`src/inc/aiob_pkg.sv`:
```
// package for the analog i/o bus port: offsets, fields, timing
package aiob_pkg;
	// register offsets within the 16-port block
	localparam logic [3:0] ADC_CTRL_OFS = 4'h0;
	localparam logic [3:0] ADC_LOW_OFS = 4'h0;
	localparam logic [3:0] ADC_HIGH_OFS = 4'h1;
	localparam logic [3:0] ADC_STAT_OFS = 4'h4;
	localparam logic [3:0] DAC_A_LOW_OFS = 4'h8;
	localparam logic [3:0] DAC_A_HIGH_OFS = 4'h9;
	localparam logic [3:0] DAC_B_LOW_OFS = 4'hA;
	localparam logic [3:0] DAC_B_HIGH_OFS = 4'hB;
	// block size and base decode
	localparam int PORT_COUNT = 16;
	localparam int BASE_W = 6;
	// control byte fields
	localparam int CTRL_DIFF_BIT = 4;
	localparam int CTRL_BIP_BIT = 3;
	localparam int CTRL_CH_LSB = 0;
	localparam int CTRL_CH_W = 3;
	// status byte busy position
	localparam int STAT_BUSY_BIT = 7;
	// reset values
	localparam logic [11:0] DAC_RST = 12'h000;
	localparam logic [11:0] RESULT_RST = 12'h000;
	localparam logic [7:0] BYTE_RST = 8'h00;
	// conversion time: 10 us at 50 MHz core clock, period 20 ns
	localparam int CONV_TIME_NS = 10000;
	localparam int CLK_PERIOD_NS = 20;
	localparam int CONV_CYCLES = CONV_TIME_NS / CLK_PERIOD_NS;
	localparam logic [9:0] CONV_LAST = 10'(CONV_CYCLES - 1);
	// adc front-end request carrier, bus request carrier and sequencer states
	typedef struct packed {
		logic diff;
		logic bipolar;
		logic [2:0] chan;
	} aiob_conv_cfg_t;
	typedef struct packed {
		logic [3:0] addr;
		logic [7:0] data;
		logic wr;
		logic rd;
	} aiob_bus_req_t;
	typedef enum logic [1:0] {
		AIOB_IDLE = 2'b00,
		AIOB_CONV = 2'b01,
		AIOB_DONE = 2'b11
	} aiob_state_t;
endpackage : aiob_pkg

```
`src/verilog/aiob_port.sv`:
```
// bus-side control of the analog i/o board: adc control and dac latches
`timescale 1ns/100ps
module aiob_port (
	input wire logic i_core_clk,
	input wire logic i_rst,
	input wire logic [9:0] i_bus_addr,
	input wire logic i_bus_iow_n,
	input wire logic i_bus_ior_n,
	input wire logic [7:0] i_bus_data,
	input wire logic [aiob_pkg::BASE_W-1:0] i_base_jumper,
	input wire logic [11:0] i_adc_code,
	output logic [7:0] o_bus_data,
	output logic o_bus_data_oe_n,
	output logic o_conv_irq,
	output aiob_pkg::aiob_conv_cfg_t o_conv_cfg,
	output logic o_conv_start,
	output logic [11:0] o_dac_a,
	output logic [11:0] o_dac_b
);
	import aiob_pkg::*;

	// pin synchronisers: strobes, address and data come off the bus pins
	logic [9:0] addr_s1_r, addr_s2_r;
	logic [7:0] data_s1_r, data_s2_r;
	logic [1:0] iow_s1_r, iow_s2_r;
	logic [1:0] ior_s1_r, ior_s2_r;
	logic [BASE_W-1:0] base_s1_r, base_s2_r;
	logic [11:0] code_s1_r, code_s2_r;
	logic iow_d_r, ior_d_r;

	// only the stage-two copies feed logic
	always_ff @(posedge i_core_clk or posedge i_rst) begin
		if (i_rst) begin
			addr_s1_r <= 10'h000;
			addr_s2_r <= 10'h000;
			data_s1_r <= 8'h00;
			data_s2_r <= 8'h00;
			iow_s1_r <= 2'h3;
			iow_s2_r <= 2'h3;
			ior_s1_r <= 2'h3;
			ior_s2_r <= 2'h3;
			base_s1_r <= '0;
			base_s2_r <= '0;
			code_s1_r <= 12'h000;
			code_s2_r <= 12'h000;
		end else begin
			addr_s1_r <= i_bus_addr;
			addr_s2_r <= addr_s1_r;
			data_s1_r <= i_bus_data;
			data_s2_r <= data_s1_r;
			iow_s1_r <= {iow_s1_r[0], i_bus_iow_n};
			iow_s2_r <= iow_s1_r;
			ior_s1_r <= {ior_s1_r[0], i_bus_ior_n};
			ior_s2_r <= ior_s1_r;
			base_s1_r <= i_base_jumper;
			base_s2_r <= base_s1_r;
			code_s1_r <= i_adc_code;
			code_s2_r <= code_s1_r;
		end
	end

	// strobe levels after three flops, one more than address and data; the edge is taken off stage two
	logic iow_lvl_n, ior_lvl_n;
	assign iow_lvl_n = iow_s2_r[1];
	assign ior_lvl_n = ior_s2_r[1];

	always_ff @(posedge i_core_clk or posedge i_rst) begin
		if (i_rst) begin
			iow_d_r <= 1'b1;
			ior_d_r <= 1'b1;
		end else begin
			iow_d_r <= iow_lvl_n;
			ior_d_r <= ior_lvl_n;
		end
	end

	// base compare: upper address bits against the jumper field
	function automatic logic hits_block(input logic [9:0] a,
		input logic [BASE_W-1:0] b);
		hits_block = (a[9:4] == b);
	endfunction : hits_block

	logic sel, wr_pulse, rd_level;
	logic [3:0] ofs;
	assign sel = hits_block(addr_s2_r, base_s2_r);
	assign ofs = addr_s2_r[3:0];
	// a write acts once, on the rising edge of the write strobe
	assign wr_pulse = sel && !iow_d_r && iow_lvl_n;
	assign rd_level = sel && !ior_lvl_n;

	// conversion sequencer
	aiob_state_t state_r;
	logic [9:0] conv_cnt_r;
	logic [11:0] result_r;
	logic busy;
	logic conv_wr;
	assign conv_wr = wr_pulse && (ofs == ADC_CTRL_OFS);
	assign busy = (state_r == AIOB_CONV);

	// a new control write restarts even mid-conversion: back to back ok
	always_ff @(posedge i_core_clk or posedge i_rst) begin
		if (i_rst) begin
			state_r <= AIOB_IDLE;
			conv_cnt_r <= 10'h000;
		end else begin
			case (state_r)
				AIOB_IDLE: begin
					if (conv_wr) begin
						state_r <= AIOB_CONV;
						conv_cnt_r <= 10'h000;
					end
				end
				AIOB_CONV: begin
					if (conv_wr) begin
						conv_cnt_r <= 10'h000;
					end else if (conv_cnt_r == CONV_LAST) begin
						state_r <= AIOB_DONE;
					end else begin
						conv_cnt_r <= conv_cnt_r + 10'h001;
					end
				end
				AIOB_DONE: begin
					state_r <= conv_wr ? AIOB_CONV : AIOB_IDLE;
					conv_cnt_r <= 10'h000;
				end
				default: state_r <= AIOB_IDLE;
			endcase
		end
	end

	// setup latch: upper three bits of the byte are dropped
	always_ff @(posedge i_core_clk or posedge i_rst) begin
		if (i_rst) begin
			o_conv_cfg <= '0;
		end else if (conv_wr) begin
			o_conv_cfg.diff <= data_s2_r[CTRL_DIFF_BIT];
			o_conv_cfg.bipolar <= data_s2_r[CTRL_BIP_BIT];
			o_conv_cfg.chan <= data_s2_r[CTRL_CH_LSB +: CTRL_CH_W];
		end
	end

	// start pulse to the converter, one cycle after the write
	always_ff @(posedge i_core_clk or posedge i_rst) begin
		if (i_rst) begin
			o_conv_start <= 1'b0;
		end else begin
			o_conv_start <= conv_wr;
		end
	end

	// result latched on completion; converter gives offset code in
	// bipolar, so the msb is flipped to two's complement here
	always_ff @(posedge i_core_clk or posedge i_rst) begin
		if (i_rst) begin
			result_r <= RESULT_RST;
		end else if (state_r == AIOB_CONV && !conv_wr &&
			conv_cnt_r == CONV_LAST) begin
			result_r <= o_conv_cfg.bipolar ?
				{~code_s2_r[11], code_s2_r[10:0]} : code_s2_r;
		end
	end

	// completion request one cycle after the result is stored
	always_ff @(posedge i_core_clk or posedge i_rst) begin
		if (i_rst) begin
			o_conv_irq <= 1'b0;
		end else begin
			o_conv_irq <= (state_r == AIOB_DONE);
		end
	end

	// read mux; unused bits read zero
	logic [7:0] rd_nxt;
	always_comb begin
		rd_nxt = BYTE_RST;
		if (ofs == ADC_LOW_OFS) begin
			rd_nxt = result_r[7:0];
		end else if (ofs == ADC_HIGH_OFS) begin
			rd_nxt = {4'h0, result_r[11:8]};
		end else if (ofs == ADC_STAT_OFS) begin
			rd_nxt[STAT_BUSY_BIT] = busy;
		end
	end

	// read data held from flip-flops; driver enabled during read
	always_ff @(posedge i_core_clk or posedge i_rst) begin
		if (i_rst) begin
			o_bus_data <= BYTE_RST;
			o_bus_data_oe_n <= 1'b1;
		end else begin
			o_bus_data <= rd_nxt;
			o_bus_data_oe_n <= !rd_level;
		end
	end

	// dac low bytes are staged until the nibble write
	logic [7:0] dac_a_low_r, dac_b_low_r;
	always_ff @(posedge i_core_clk or posedge i_rst) begin
		if (i_rst) begin
			dac_a_low_r <= BYTE_RST;
			dac_b_low_r <= BYTE_RST;
		end else if (wr_pulse) begin
			if (ofs == DAC_A_LOW_OFS) begin
				dac_a_low_r <= data_s2_r;
			end else if (ofs == DAC_B_LOW_OFS) begin
				dac_b_low_r <= data_s2_r;
			end
		end
	end

	// outputs move only on the nibble write
	always_ff @(posedge i_core_clk or posedge i_rst) begin
		if (i_rst) begin
			o_dac_a <= DAC_RST;
			o_dac_b <= DAC_RST;
		end else if (wr_pulse) begin
			if (ofs == DAC_A_HIGH_OFS) begin
				o_dac_a <= {data_s2_r[3:0], dac_a_low_r};
			end else if (ofs == DAC_B_HIGH_OFS) begin
				o_dac_b <= {data_s2_r[3:0], dac_b_low_r};
			end
		end
	end

	// assertions
	a_start_sets_busy: assert property (@(posedge i_core_clk)
		disable iff (i_rst) conv_wr |=> busy)
		else $error("busy not set after control write");
	a_cfg_latched: assert property (@(posedge i_core_clk)
		disable iff (i_rst) conv_wr |=>
		o_conv_cfg.chan == $past(data_s2_r[2:0]) &&
		o_conv_cfg.diff == $past(data_s2_r[4]))
		else $error("control byte not latched");
	a_busy_clears_done: assert property (@(posedge i_core_clk)
		disable iff (i_rst)
		(busy && conv_cnt_r == CONV_LAST && !conv_wr) |=> !busy)
		else $error("busy stuck after conversion");
	a_irq_after_done: assert property (@(posedge i_core_clk)
		disable iff (i_rst) state_r == AIOB_DONE |=> o_conv_irq)
		else $error("no completion request");
	a_irq_only_done: assert property (@(posedge i_core_clk)
		disable iff (i_rst) o_conv_irq |-> $past(state_r) == AIOB_DONE)
		else $error("spurious completion request");
	a_low_read: assert property (@(posedge i_core_clk)
		disable iff (i_rst) (ofs == ADC_LOW_OFS) |=>
		o_bus_data == $past(result_r[7:0]))
		else $error("low byte read wrong");
	a_high_read: assert property (@(posedge i_core_clk)
		disable iff (i_rst) (ofs == ADC_HIGH_OFS) |=>
		o_bus_data[7:4] == 4'h0)
		else $error("high read upper bits not zero");
	a_dac_a_hold: assert property (@(posedge i_core_clk)
		disable iff (i_rst) !(wr_pulse && ofs == DAC_A_HIGH_OFS) |=>
		$stable(o_dac_a))
		else $error("dac a moved without nibble write");
	a_dac_b_load: assert property (@(posedge i_core_clk)
		disable iff (i_rst) (wr_pulse && ofs == DAC_B_HIGH_OFS) |=>
		o_dac_b == {$past(data_s2_r[3:0]), $past(dac_b_low_r)})
		else $error("dac b load wrong");
	a_conv_length: assert property (@(posedge i_core_clk)
		disable iff (i_rst) $rose(busy) |-> busy [*8])
		else $error("conversion ended early");
endmodule : aiob_port
```
`config.mk`:
```
export PLATFORM = sky130hd
export DESIGN_NAME = aiob_port
export DESIGN_NICKNAME = d
export VERILOG_FILES = /design/src/inc/aiob_pkg.sv /design/src/verilog/aiob_port.sv
export SDC_FILE = /design/constraint.sdc
export NUM_CORES = 1
export LEC_CHECK = 0
export BUFFER_PORTS_ARGS = -buffer_cell sky130_fd_sc_hd__buf_4
export CORE_MARGIN = 4
export CORE_UTILIZATION = 40
export CTS_CLUSTER_SIZE = 30
export DETAILED_ROUTE_END_ITERATION = 7
export MAX_ROUTING_LAYER = met4
export PLACE_DENSITY = 0.63
export SLEW_MARGIN = 20
export SYNTH_ARGS = -nofsm -noshare
export SYNTH_HDL_FRONTEND = slang
export SYNTH_SLANG_ARGS = --single-unit
```
`constraint.sdc`:
```
create_clock -name i_core_clk -period 6.6 [get_ports i_core_clk]
set_clock_uncertainty 0.15 [all_clocks]
set_input_delay 0.66 -clock i_core_clk [delete_from_list [all_inputs] [get_ports i_core_clk]]
set_output_delay 0.66 -clock i_core_clk [all_outputs]
set_load 0.01 [all_outputs]
```
**Word level (Yosys, flattened, before mapping)**

Cells that the tools add are included.

- Add/subtract/negate cells: 1
- Multipliers: 0
- Div/mod/pow operators: 0
- $lt $le $gt $ge: 0
- Equality and inequality tests: 14
- Shift-type cells: 0
- Multiplexer cells: 14
- Bitwise gates (word level): 3
- Reductions and logical operators: 19

Operators with widths:

| cell | count |
|---|---|
| 2-to-1 mux 10 bit | 3 |
| case mux 10 bit (3 select lines) | 1 |
| == test 4 bit (second input constant) | 4 |
| 2-to-1 mux 12 bit | 1 |
| AND reduction 3 bit | 4 |
| adder 10 x 1 -> 10 bit (second input constant) | 1 |
| == test 10 x 9 -> 1 bit (second input constant) | 1 |
| 2-to-1 mux 8 bit | 1 |
| == test 6 bit | 1 |
| logical AND 1 bit | 6 |
| 2-to-1 mux 2 bit | 3 |
| case mux 2 bit (3 select lines) | 1 |
| == test 4 x 1 -> 1 bit (second input constant) | 1 |
| == test 4 x 3 -> 1 bit (second input constant) | 1 |
| logical NOT 1 bit | 4 |
| logical NOT 4 bit | 1 |
| 2-to-1 mux 4 bit | 1 |
| != test 2 bit (second input constant) | 2 |
| AND reduction 2 bit | 2 |
| 2-to-1 mux 1 bit | 3 |
| != test 3 bit (second input constant) | 1 |
| inverter 1 bit | 3 |
| nonzero test 3 bit | 1 |
| == test 2 x 1 -> 1 bit (second input constant) | 1 |
| other kinds (3) | 3 |

- Register bits after elaboration: 161
- Latch bits: 0
- RAM bits: 0
- ROM bits: 0
- Bits of input ports: 40
- Output and inout port bits: 40
- Logic and storage cells: 78
- Memories kept: 0

**Depth between registers and ports, before layout**

Gate-level depths: netlist of run 1.

- Depth after elaboration: 7
- Mapped depth: 6
- Mapped depth without buffers: 6

**Least setup slack after synthesis of run 1**

Ideal clock, no wire load.

- Path type: register to register
- From: reg base_s2_r[0]
- To: reg o_dac_a[0]
- Library setup time: 0.125 ns
- Data arrival time: 2.029 ns
- Setup slack: 4.296 ns
- Cell stages (with the launch flop): 7
- Buffers on the path: 2
- Period minus slack after synthesis: 2.304 ns
- Cell sequence: dfrtp_1 xor2_1 or4_4 buf_6 nor3_1 buf_4 mux2_2

- Longest elaborated chain between the ends: 4

RTL lines:

| element | line | source |
|---|---|---|
| start: declaration | aiob_port.sv:27 | `logic [BASE_W-1:0] base_s1_r, base_s2_r;` |
| start signal: assignment | aiob_port.sv:56 | `base_s2_r <= base_s1_r;` |
| == test 6 bit | aiob_port.sv:80 | `hits_block = (a[9:4] == b);` |
| logical AND 1 bit (2 in a row) | aiob_port.sv:88 | `assign wr_pulse = sel && !iow_d_r && iow_lvl_n;` |
| AND reduction 2 bit (no line) | n/a |  |
| end signal: assignment | aiob_port.sv:218 | `o_dac_a <= {data_s2_r[3:0], dac_a_low_r};` |
| end: declaration | aiob_port.sv:17 | `output logic [11:0] o_dac_a,` |

No other way between the ends.
A chain may end at the register's enable or synchronous reset.

**Worst setup path after layout of run 1**

- From: reg addr_s2_r[0]
- To: reg result_r[11]

- Longest elaborated chain between the ends: 5

RTL lines:

| element | line | source |
|---|---|---|
| start: declaration | aiob_port.sv:23 | `logic [9:0] addr_s1_r, addr_s2_r;` |
| start signal: assignment | aiob_port.sv:48 | `addr_s2_r <= addr_s1_r;` |
| logical NOT 4 bit | aiob_port.sv:97 | `assign conv_wr = wr_pulse && (ofs == ADC_CTRL_OFS);` |
| logical AND 1 bit | aiob_port.sv:97 |  |
| logical NOT 1 bit | aiob_port.sv:156 | `end else if (state_r == AIOB_CONV && !conv_wr &&` |
| logical AND 1 bit (2 in a row) | aiob_port.sv:156 |  |
| end signal: assignment | aiob_port.sv:158 | `result_r <= o_conv_cfg.bipolar ?` |
| end: declaration | aiob_port.sv:94 | `logic [11:0] result_r;` |

No other way between the ends.

==> impl_metrics.py, run 1 <==
metrics = {
    "status": {
        "outcome": "complete, no violations",
    },
    "worst_setup_path": {
        "crit_path_end_kind": "flop",
        "reg2reg_from": "addr_s2_r[0]",
        "r2r_cells": 4,
        "setup.worst_path.class": "flop to flop",
        "cp.required_ns": 6.75,
        "crit_path_start_kind": "flop",
        "cp_data_arrival_time_ns": 3.16,
        "rrSetupSlack_ns": 3.59,
        "r2r_end": "result_r[11]",
        "critPathMaxFanout": 13,
    },
    "die": {
        "core_um2": 13200,
        "die_y_um": 124,
        "row_count": 42,
        "io_pins": 80,
        "die-area_um2": 15400,
        "die_w_um": 124,
        "start_util_pct": 40.8,
    },
    "sta": {
        "setup_violations": 0,
        "setup_ws_ns": 3.59,
        "min_period_over_period_pct": 45.7,
        "period_minus_slack_ns": 3.01,
        "setup_tns_ns": 0,
        "fmax_mhz": 332,
        "hold_viol": 0,
        "maxSlewViolCount": 0,
        "slew_headroom_pct": 27.8,
        "rsz0062_at_grt": "no",
        "max_slew.worst_pin.slew_ns": 1.08,
    },
    "synth": {
        "async_flop_share_pct": 100,
        "yosys_warnings": 0,
        "syn-cell-area_um2": 5380,
        "syn_nets": 369,
        "synth_edf_count": 0,
        "avgSynthCellArea_um2": 16.4,
        "synth_ff_type": "dfrtp_1",
        "seq_area_frac_synth_pct": 74.2,
        "syn_inst": 328,
        "yosysUniqueCellTypes": 38,
        "yosys_register_bits": 159,
    },
    "hold_path": {
        "holdCritPathClass": "primary input to async pin",
    },
    "clock_network": {
        "cts_resized": 0,
        "clk_pin_slew_ns": 0.06,
        "cts_sinks": 159,
        "cts_tree": "done",
        "root_buffer": "clkbuf_16",
        "postCtsHoldBufs": 0,
        "clk_path_buf_depth": 2,
        "clk_latency_ns": 0.42,
        "htreeDepth": 4,
        "cts_setup_buffers": 0,
        "cts_buffers": 17,
    },
    "pwr": {
        "peakVddDrop_mv": 0.212,
        "power_density_nw_per_um2": 298,
        "p_leak_nw": 3.26,
        "finalPower_mw": 2.01,
    },
    "drt": {
        "num_vias": 2820,
        "dr.first_iter.drc_count": 147,
        "drc": 0,
        "antenna_left": 0,
        "wirelength_mm": 8.99,
        "via_per_inst": 4.63,
        "wire_per_inst_um": 14.8,
        "first_pass_iters": 4,
    },
    "final_layout": {
        "multi_input_comb_area_um2": 1330,
        "num-fill-cells": 1103,
        "fin_util_pct": 51.1,
        "drive_gt1_share_pct": 43.2,
        "area_growth_pct": 25.2,
        "diodes": 0,
        "final_nets": 461,
        "seqCellArea_um2": 3990,
    },
    "placed_design": {
        "pre_cts_ws_ns": 3.56,
        "gp_congestion": 0.722,
        "io_buffers": 79,
        "dp_hpwl_mm": 5.91,
    },
    "global_route": {
        "grt_pass1_wl_mm": 14.7,
        "overflow": 0,
        "antenna_found_initial": 0,
        "grt_max_degree": 91,
        "track_usage_pct": 13.3,
        "grt_pass1_vias": 2882,
    },
    "run": {
        "cap_violations": 0,
    },
}
-- final cells by class --
type	instances	area share [%]
sequential	159	59.2
clock buffer	18	6.52
clock inverter	14	1.95
tap	176	3.27
timing repair buffer	80	8.97
multi-input combinational	157	19.7
inverter	5	0.353
-- where the power goes --
| group | internal (mW) | switching [mW] |
|---|---|---|
| Clock | 0.533 | 0.391 |
| Combinational | 0.0280 | 0.0334 |
| Sequential | 1.01 | 0.0153 |
| Total | 1.57 | 0.440 |
-- placed cells by master, fill, tap and decap left out, types with 4 or more instances in the layout --
| cell type | n |
|---|---|
| nor3_2 | 5 |
| inv_1 | 4 |
| inv_6 | 4 |
| nand3_1 | 15 |
| buf_4 | 79 |
| mux2i_1 | 4 |
| nand2_1 | 14 |
| mux2_4 | 10 |
| clkbuf_16 | 17 |
| dfstp_2 | 8 |
| or3_1 | 4 |
| o311ai_0 | 6 |
| and2_1 | 6 |
| mux2_2 | 47 |
| xor2_1 | 7 |
| nor2b_1 | 4 |
| nor2_1 | 10 |
| dfrtp_1 | 151 |
-- state kept, by name, indices dropped and copies added, names as in the netlist, 10 cells and up --
signal,count
addr_s2_r,10
result_r,12
code_s1_r,12
conv_cnt_r,10
o_dac_b,12
code_s2_r,12
o_dac_a,12
addr_s1_r,10
-- worst max-delay path, cell delays in order (launching register included) --
cell and delay (ns):
dfrtp_1 0.49, nor4_1 0.66, a41oi_1 0.55, nand3_1 0.63, mux2_2 0.40
-- cell families (layout without fill, tap and decap cells) --
| logic type | Yosys count | in the layout | share of synthesized area [%] |
|---|---|---|---|
| compound gates | 18 | 18 | 2.51 |
| xor+xnor | 7 | 7 | 1.14 |
| fa+ha+maj | 1 | 1 | 0.233 |
| buf+inv | 12 | 117 | 1.26 |
| flops | 159 | 159 | 74.2 |
| mux | 61 | 61 | 13.4 |
| simple gates | 70 | 70 | 7.33 |
-- synthesized netlist by cell type, drive strengths merged, types with 2 or more instances --
master | instances | area share, %
mux2i | 4 | 0.74
and3b | 2 | 0.33
buf | 6 | 0.84
inv | 5 | 0.35
xor2 | 7 | 1.1
nand4b | 2 | 0.33
dfstp | 8 | 3.9
dfrtp | 151 | 70
nor2b | 4 | 0.47
o311ai | 6 | 0.98
or2 | 2 | 0.23
o22ai | 2 | 0.23
or3 | 5 | 0.67
nor3 | 5 | 0.84
nor2 | 10 | 0.70
nand3 | 15 | 1.4
nand2 | 14 | 0.98
o21ai | 2 | 0.19
mux2 | 57 | 13
and2 | 6 | 0.70
a22o | 2 | 0.33
nor4 | 2 | 0.23
-- through the flow --
step | area [um^2] | hold slack (ns) | std cells
finish | 6740 | 0.172 | 609
global route | 6740 | 0.170 | 609
CTS | 6730 | 0.172 | 609
detailed placement | 6160 | 0.185 | 577
global placement | 6160 | 0.183 | 577
floorplan | 5380 | 0.181 | 328
-- how the worst max path moves through the flow --
stage | start | to | slack, ns | cells past startpoint
finish | addr_s2_r[0] | result_r[11] | 3.59 | 4
global route | addr_s2_r[0] | result_r[2] | 3.27 | 4
CTS | addr_s2_r[0] | result_r[9] | 3.53 | 4
detailed placement | addr_s2_r[0] | result_r[9] | 3.56 | 4
global placement | addr_s2_r[0] | result_r[11] | 3.69 | 4
floorplan | i_rst | addr_s1_r[0] | 1.51 | 1
-- layer usage --
layer | routed length, um | global-route usage, % | vias up
met1 | 3980 | 17.0 | 1396
met2 | 4340 | 19.3 | 75
met5 | 0 | - | -
met3 | 459 | 4.22 | 22
met4 | 217 | 6.57 | 0
li1 | - | - | 1327
(Power assumes the default switching activity.)
==> run 2, diff against run 1 <==
==> constraint.sdc (replaced) <==
create_clock -name i_core_clk -period 2.9 [get_ports i_core_clk]
set_clock_uncertainty 0.15 [all_clocks]
set_input_delay 0.29 -clock i_core_clk [delete_from_list [all_inputs] [get_ports i_core_clk]]
set_output_delay 0.29 -clock i_core_clk [all_outputs]
set_load 0.01 [all_outputs]
==> impl_metrics.py, run 2 (same netlist as run 1, synthesis figures left out) <==
metrics = {
    "final_layout": {
        "diodes": 0,
        "area_growth_pct": 33.6,
        "final_cell_mix": "dfrtp_1, buf_4, mux2_2, dlygate4sd3_1, clkbuf_16",
        "final_common_cell": "dfrtp_1",
        "fin_cells": 654,
        "num-fill-cells": 1050,
        "final_nets": 506,
        "drive_gt1_share_pct": 40.6,
    },
    "die": {
        "core_um2": 13200,
        "io_pins": 80,
        "die_y_um": 124,
        "row_count": 42,
        "die_w_um": 124,
        "die-area_um2": 15400,
        "start_util_pct": 40.8,
    },
    "clock_network": {
        "clk_latency_ns": 0.41,
        "cts_setup_buffers": 0,
        "cts_sinks": 159,
        "cts_tree": "done",
        "cts_buffers": 17,
        "clk_pin_slew_ns": 0.06,
        "root_buffer": "clkbuf_16",
        "clk_path_buf_depth": 2,
        "htreeDepth": 4,
    },
    "worst_setup_path": {
        "r2r_cells": 4,
        "r2r_end": "result_r[1]",
        "setup.worst_path.class": "flop to flop",
        "critPathTopFamily": "simple AND/OR/NAND/NOR gates",
        "rrSetupSlack_ns": 0.48,
        "max_stage_delay_ns": 0.53,
        "cp_cell_sequence": "or3_1, nor3_2, nand3_1, mux2_2",
        "critPathCapture": "result_r[1]",
        "reg2reg_from": "conv_cnt_r[3]",
        "critPathMaxFanout": 13,
        "crit_start": "conv_cnt_r[3]",
        "crit_path_start_kind": "flop",
        "cp_data_arrival_time_ns": 2.57,
        "critical_path_buf_inv_count": 0,
        "worst_path_max_delay_cell": "nand3_1",
        "crit_path_end_kind": "flop",
        "cp.required_ns": 3.05,
        "cp.depth": 4,
    },
    "pwr": {
        "seqPwrFrac_pct": 50.3,
        "p_sw_mw": 0.984,
        "clockPowerShare_pct": 45.6,
        "swShare_pct": 21.3,
        "peakVddDrop_mv": 0.438,
        "combPwrFrac_pct": 4.0,
        "p_leak_nw": 3.47,
        "internal_power_mw": 3.63,
        "power_density_nw_per_um2": 642,
    },
    "global_route": {
        "track_usage_pct": 13.8,
        "grt_max_degree": 160,
        "grt_pass1_vias": 3142,
        "grt_pass1_wl_mm": 15.4,
        "antenna_found_initial": 0,
        "overflow": 0,
    },
    "drt": {
        "num_vias": 2996,
        "drc": 0,
        "first_pass_iters": 4,
        "via_per_inst": 4.58,
        "dr.first_iter.drc_count": 224,
        "wire_per_inst_um": 14.4,
        "wirelength_mm": 9.40,
        "antenna_left": 0,
    },
    "sta": {
        "period_minus_slack_ns": 2.42,
        "fmax_mhz": 413,
        "setup_tns_ns": 0,
        "whs_ns": -0.0282,
        "rsz0062_at_grt": "no",
        "min_period_over_period_pct": 83.5,
        "maxSlewViolCount": 0,
        "slew_headroom_pct": 41.7,
        "setup_violations": 0,
        "max_slew.worst_pin.slew_ns": 0.871,
        "hold_viol": 12,
    },
    "placed_design": {
        "io_buffers": 79,
        "dp_hpwl_mm": 5.99,
        "dp_cells": 584,
        "gp_congestion": 0.770,
    },
    "status": {
        "violations": "hold timing",
        "outcome": "finished with violations",
    },
    "run": {
        "cap_violations": 0,
    },
    "hold_path": {
        "holdCritPathClass": "primary input to async pin",
    },
}
[run 2: tightest hold or removal path: cells and delay by family]
kind | cells | cell delay [ns]
buffers and inverters | 3 | 0.76
[run 2: worst min-delay path by stage]
stage,slack [ns],endpoint
2_1_floorplan,0.14,ior_s1_r[0]
3_5_place_dp,0.18,addr_s2_r[9]
4_1_cts,0.01,code_s1_r[9]
5_1_grt,0.05,code_s1_r[10]
3_3_place_gp,0.18,base_s2_r[5]
6_report,-0.03,code_s1_r[10]
[run 2: metal layers]
metal	vias to the layer above	share of wire [%]	GRT usage [%]	wire, um
met2	68	49	20.9	4650
met5	-	0	-	0
li1	1416	-	-	-
met1	1503	44	17.4	4150
met4	0	1.4	4.52	136
met3	9	5.0	5.22	467
[run 2: repair_timing]
action	4_1_cts	5_1_grt
endpoints found under the hold margin	38	0
hold buffers	38	0
gates resized for setup	0	0
[run 2: per-stage QoR]
stage / setup slack, ns / util [%] / area [um^2] / power (mW) / hold slack, ns
finish: 0.479 / 54.5 / 7190 / 4.62 / -0.0282
global route: 0.304 / 54.5 / 7190 / 4.81 / 0.0467
floorplan: 0.452 / - / 5380 / 2.44 / 0.144
CTS: 0.406 / 54.5 / 7190 / 4.69 / 0.0108
detailed placement: 0.415 / 47.2 / 6220 / 2.51 / 0.185
global placement: 0.502 / 47.2 / 6220 / 2.51 / 0.183
[run 2: layout make-up]
| type | count | area, um^2 | share of cell area [%] |
|---|---|---|---|
| inverters | 5 | 22.5 | 0.313 |
| multi-input cells | 157 | 1330 | 18.5 |
| flip-flops and latches | 159 | 3990 | 55.5 |
| clock inverters | 9 | 73.8 | 1.03 |
| well taps | 176 | 220 | 3.06 |
| clock buffers | 23 | 508 | 7.07 |
| repair buffers | 125 | 1050 | 14.6 |
[run 2: power groups by stage]
stage,sequential (mW),combinational (mW),clock [mW]
2_1_floorplan,2.35,0.0817,0
5_1_grt,2.33,0.211,2.27
3_5_place_dp,2.37,0.149,0
4_1_cts,2.32,0.191,2.17
6_report,2.32,0.186,2.11
3_3_place_gp,2.36,0.147,0
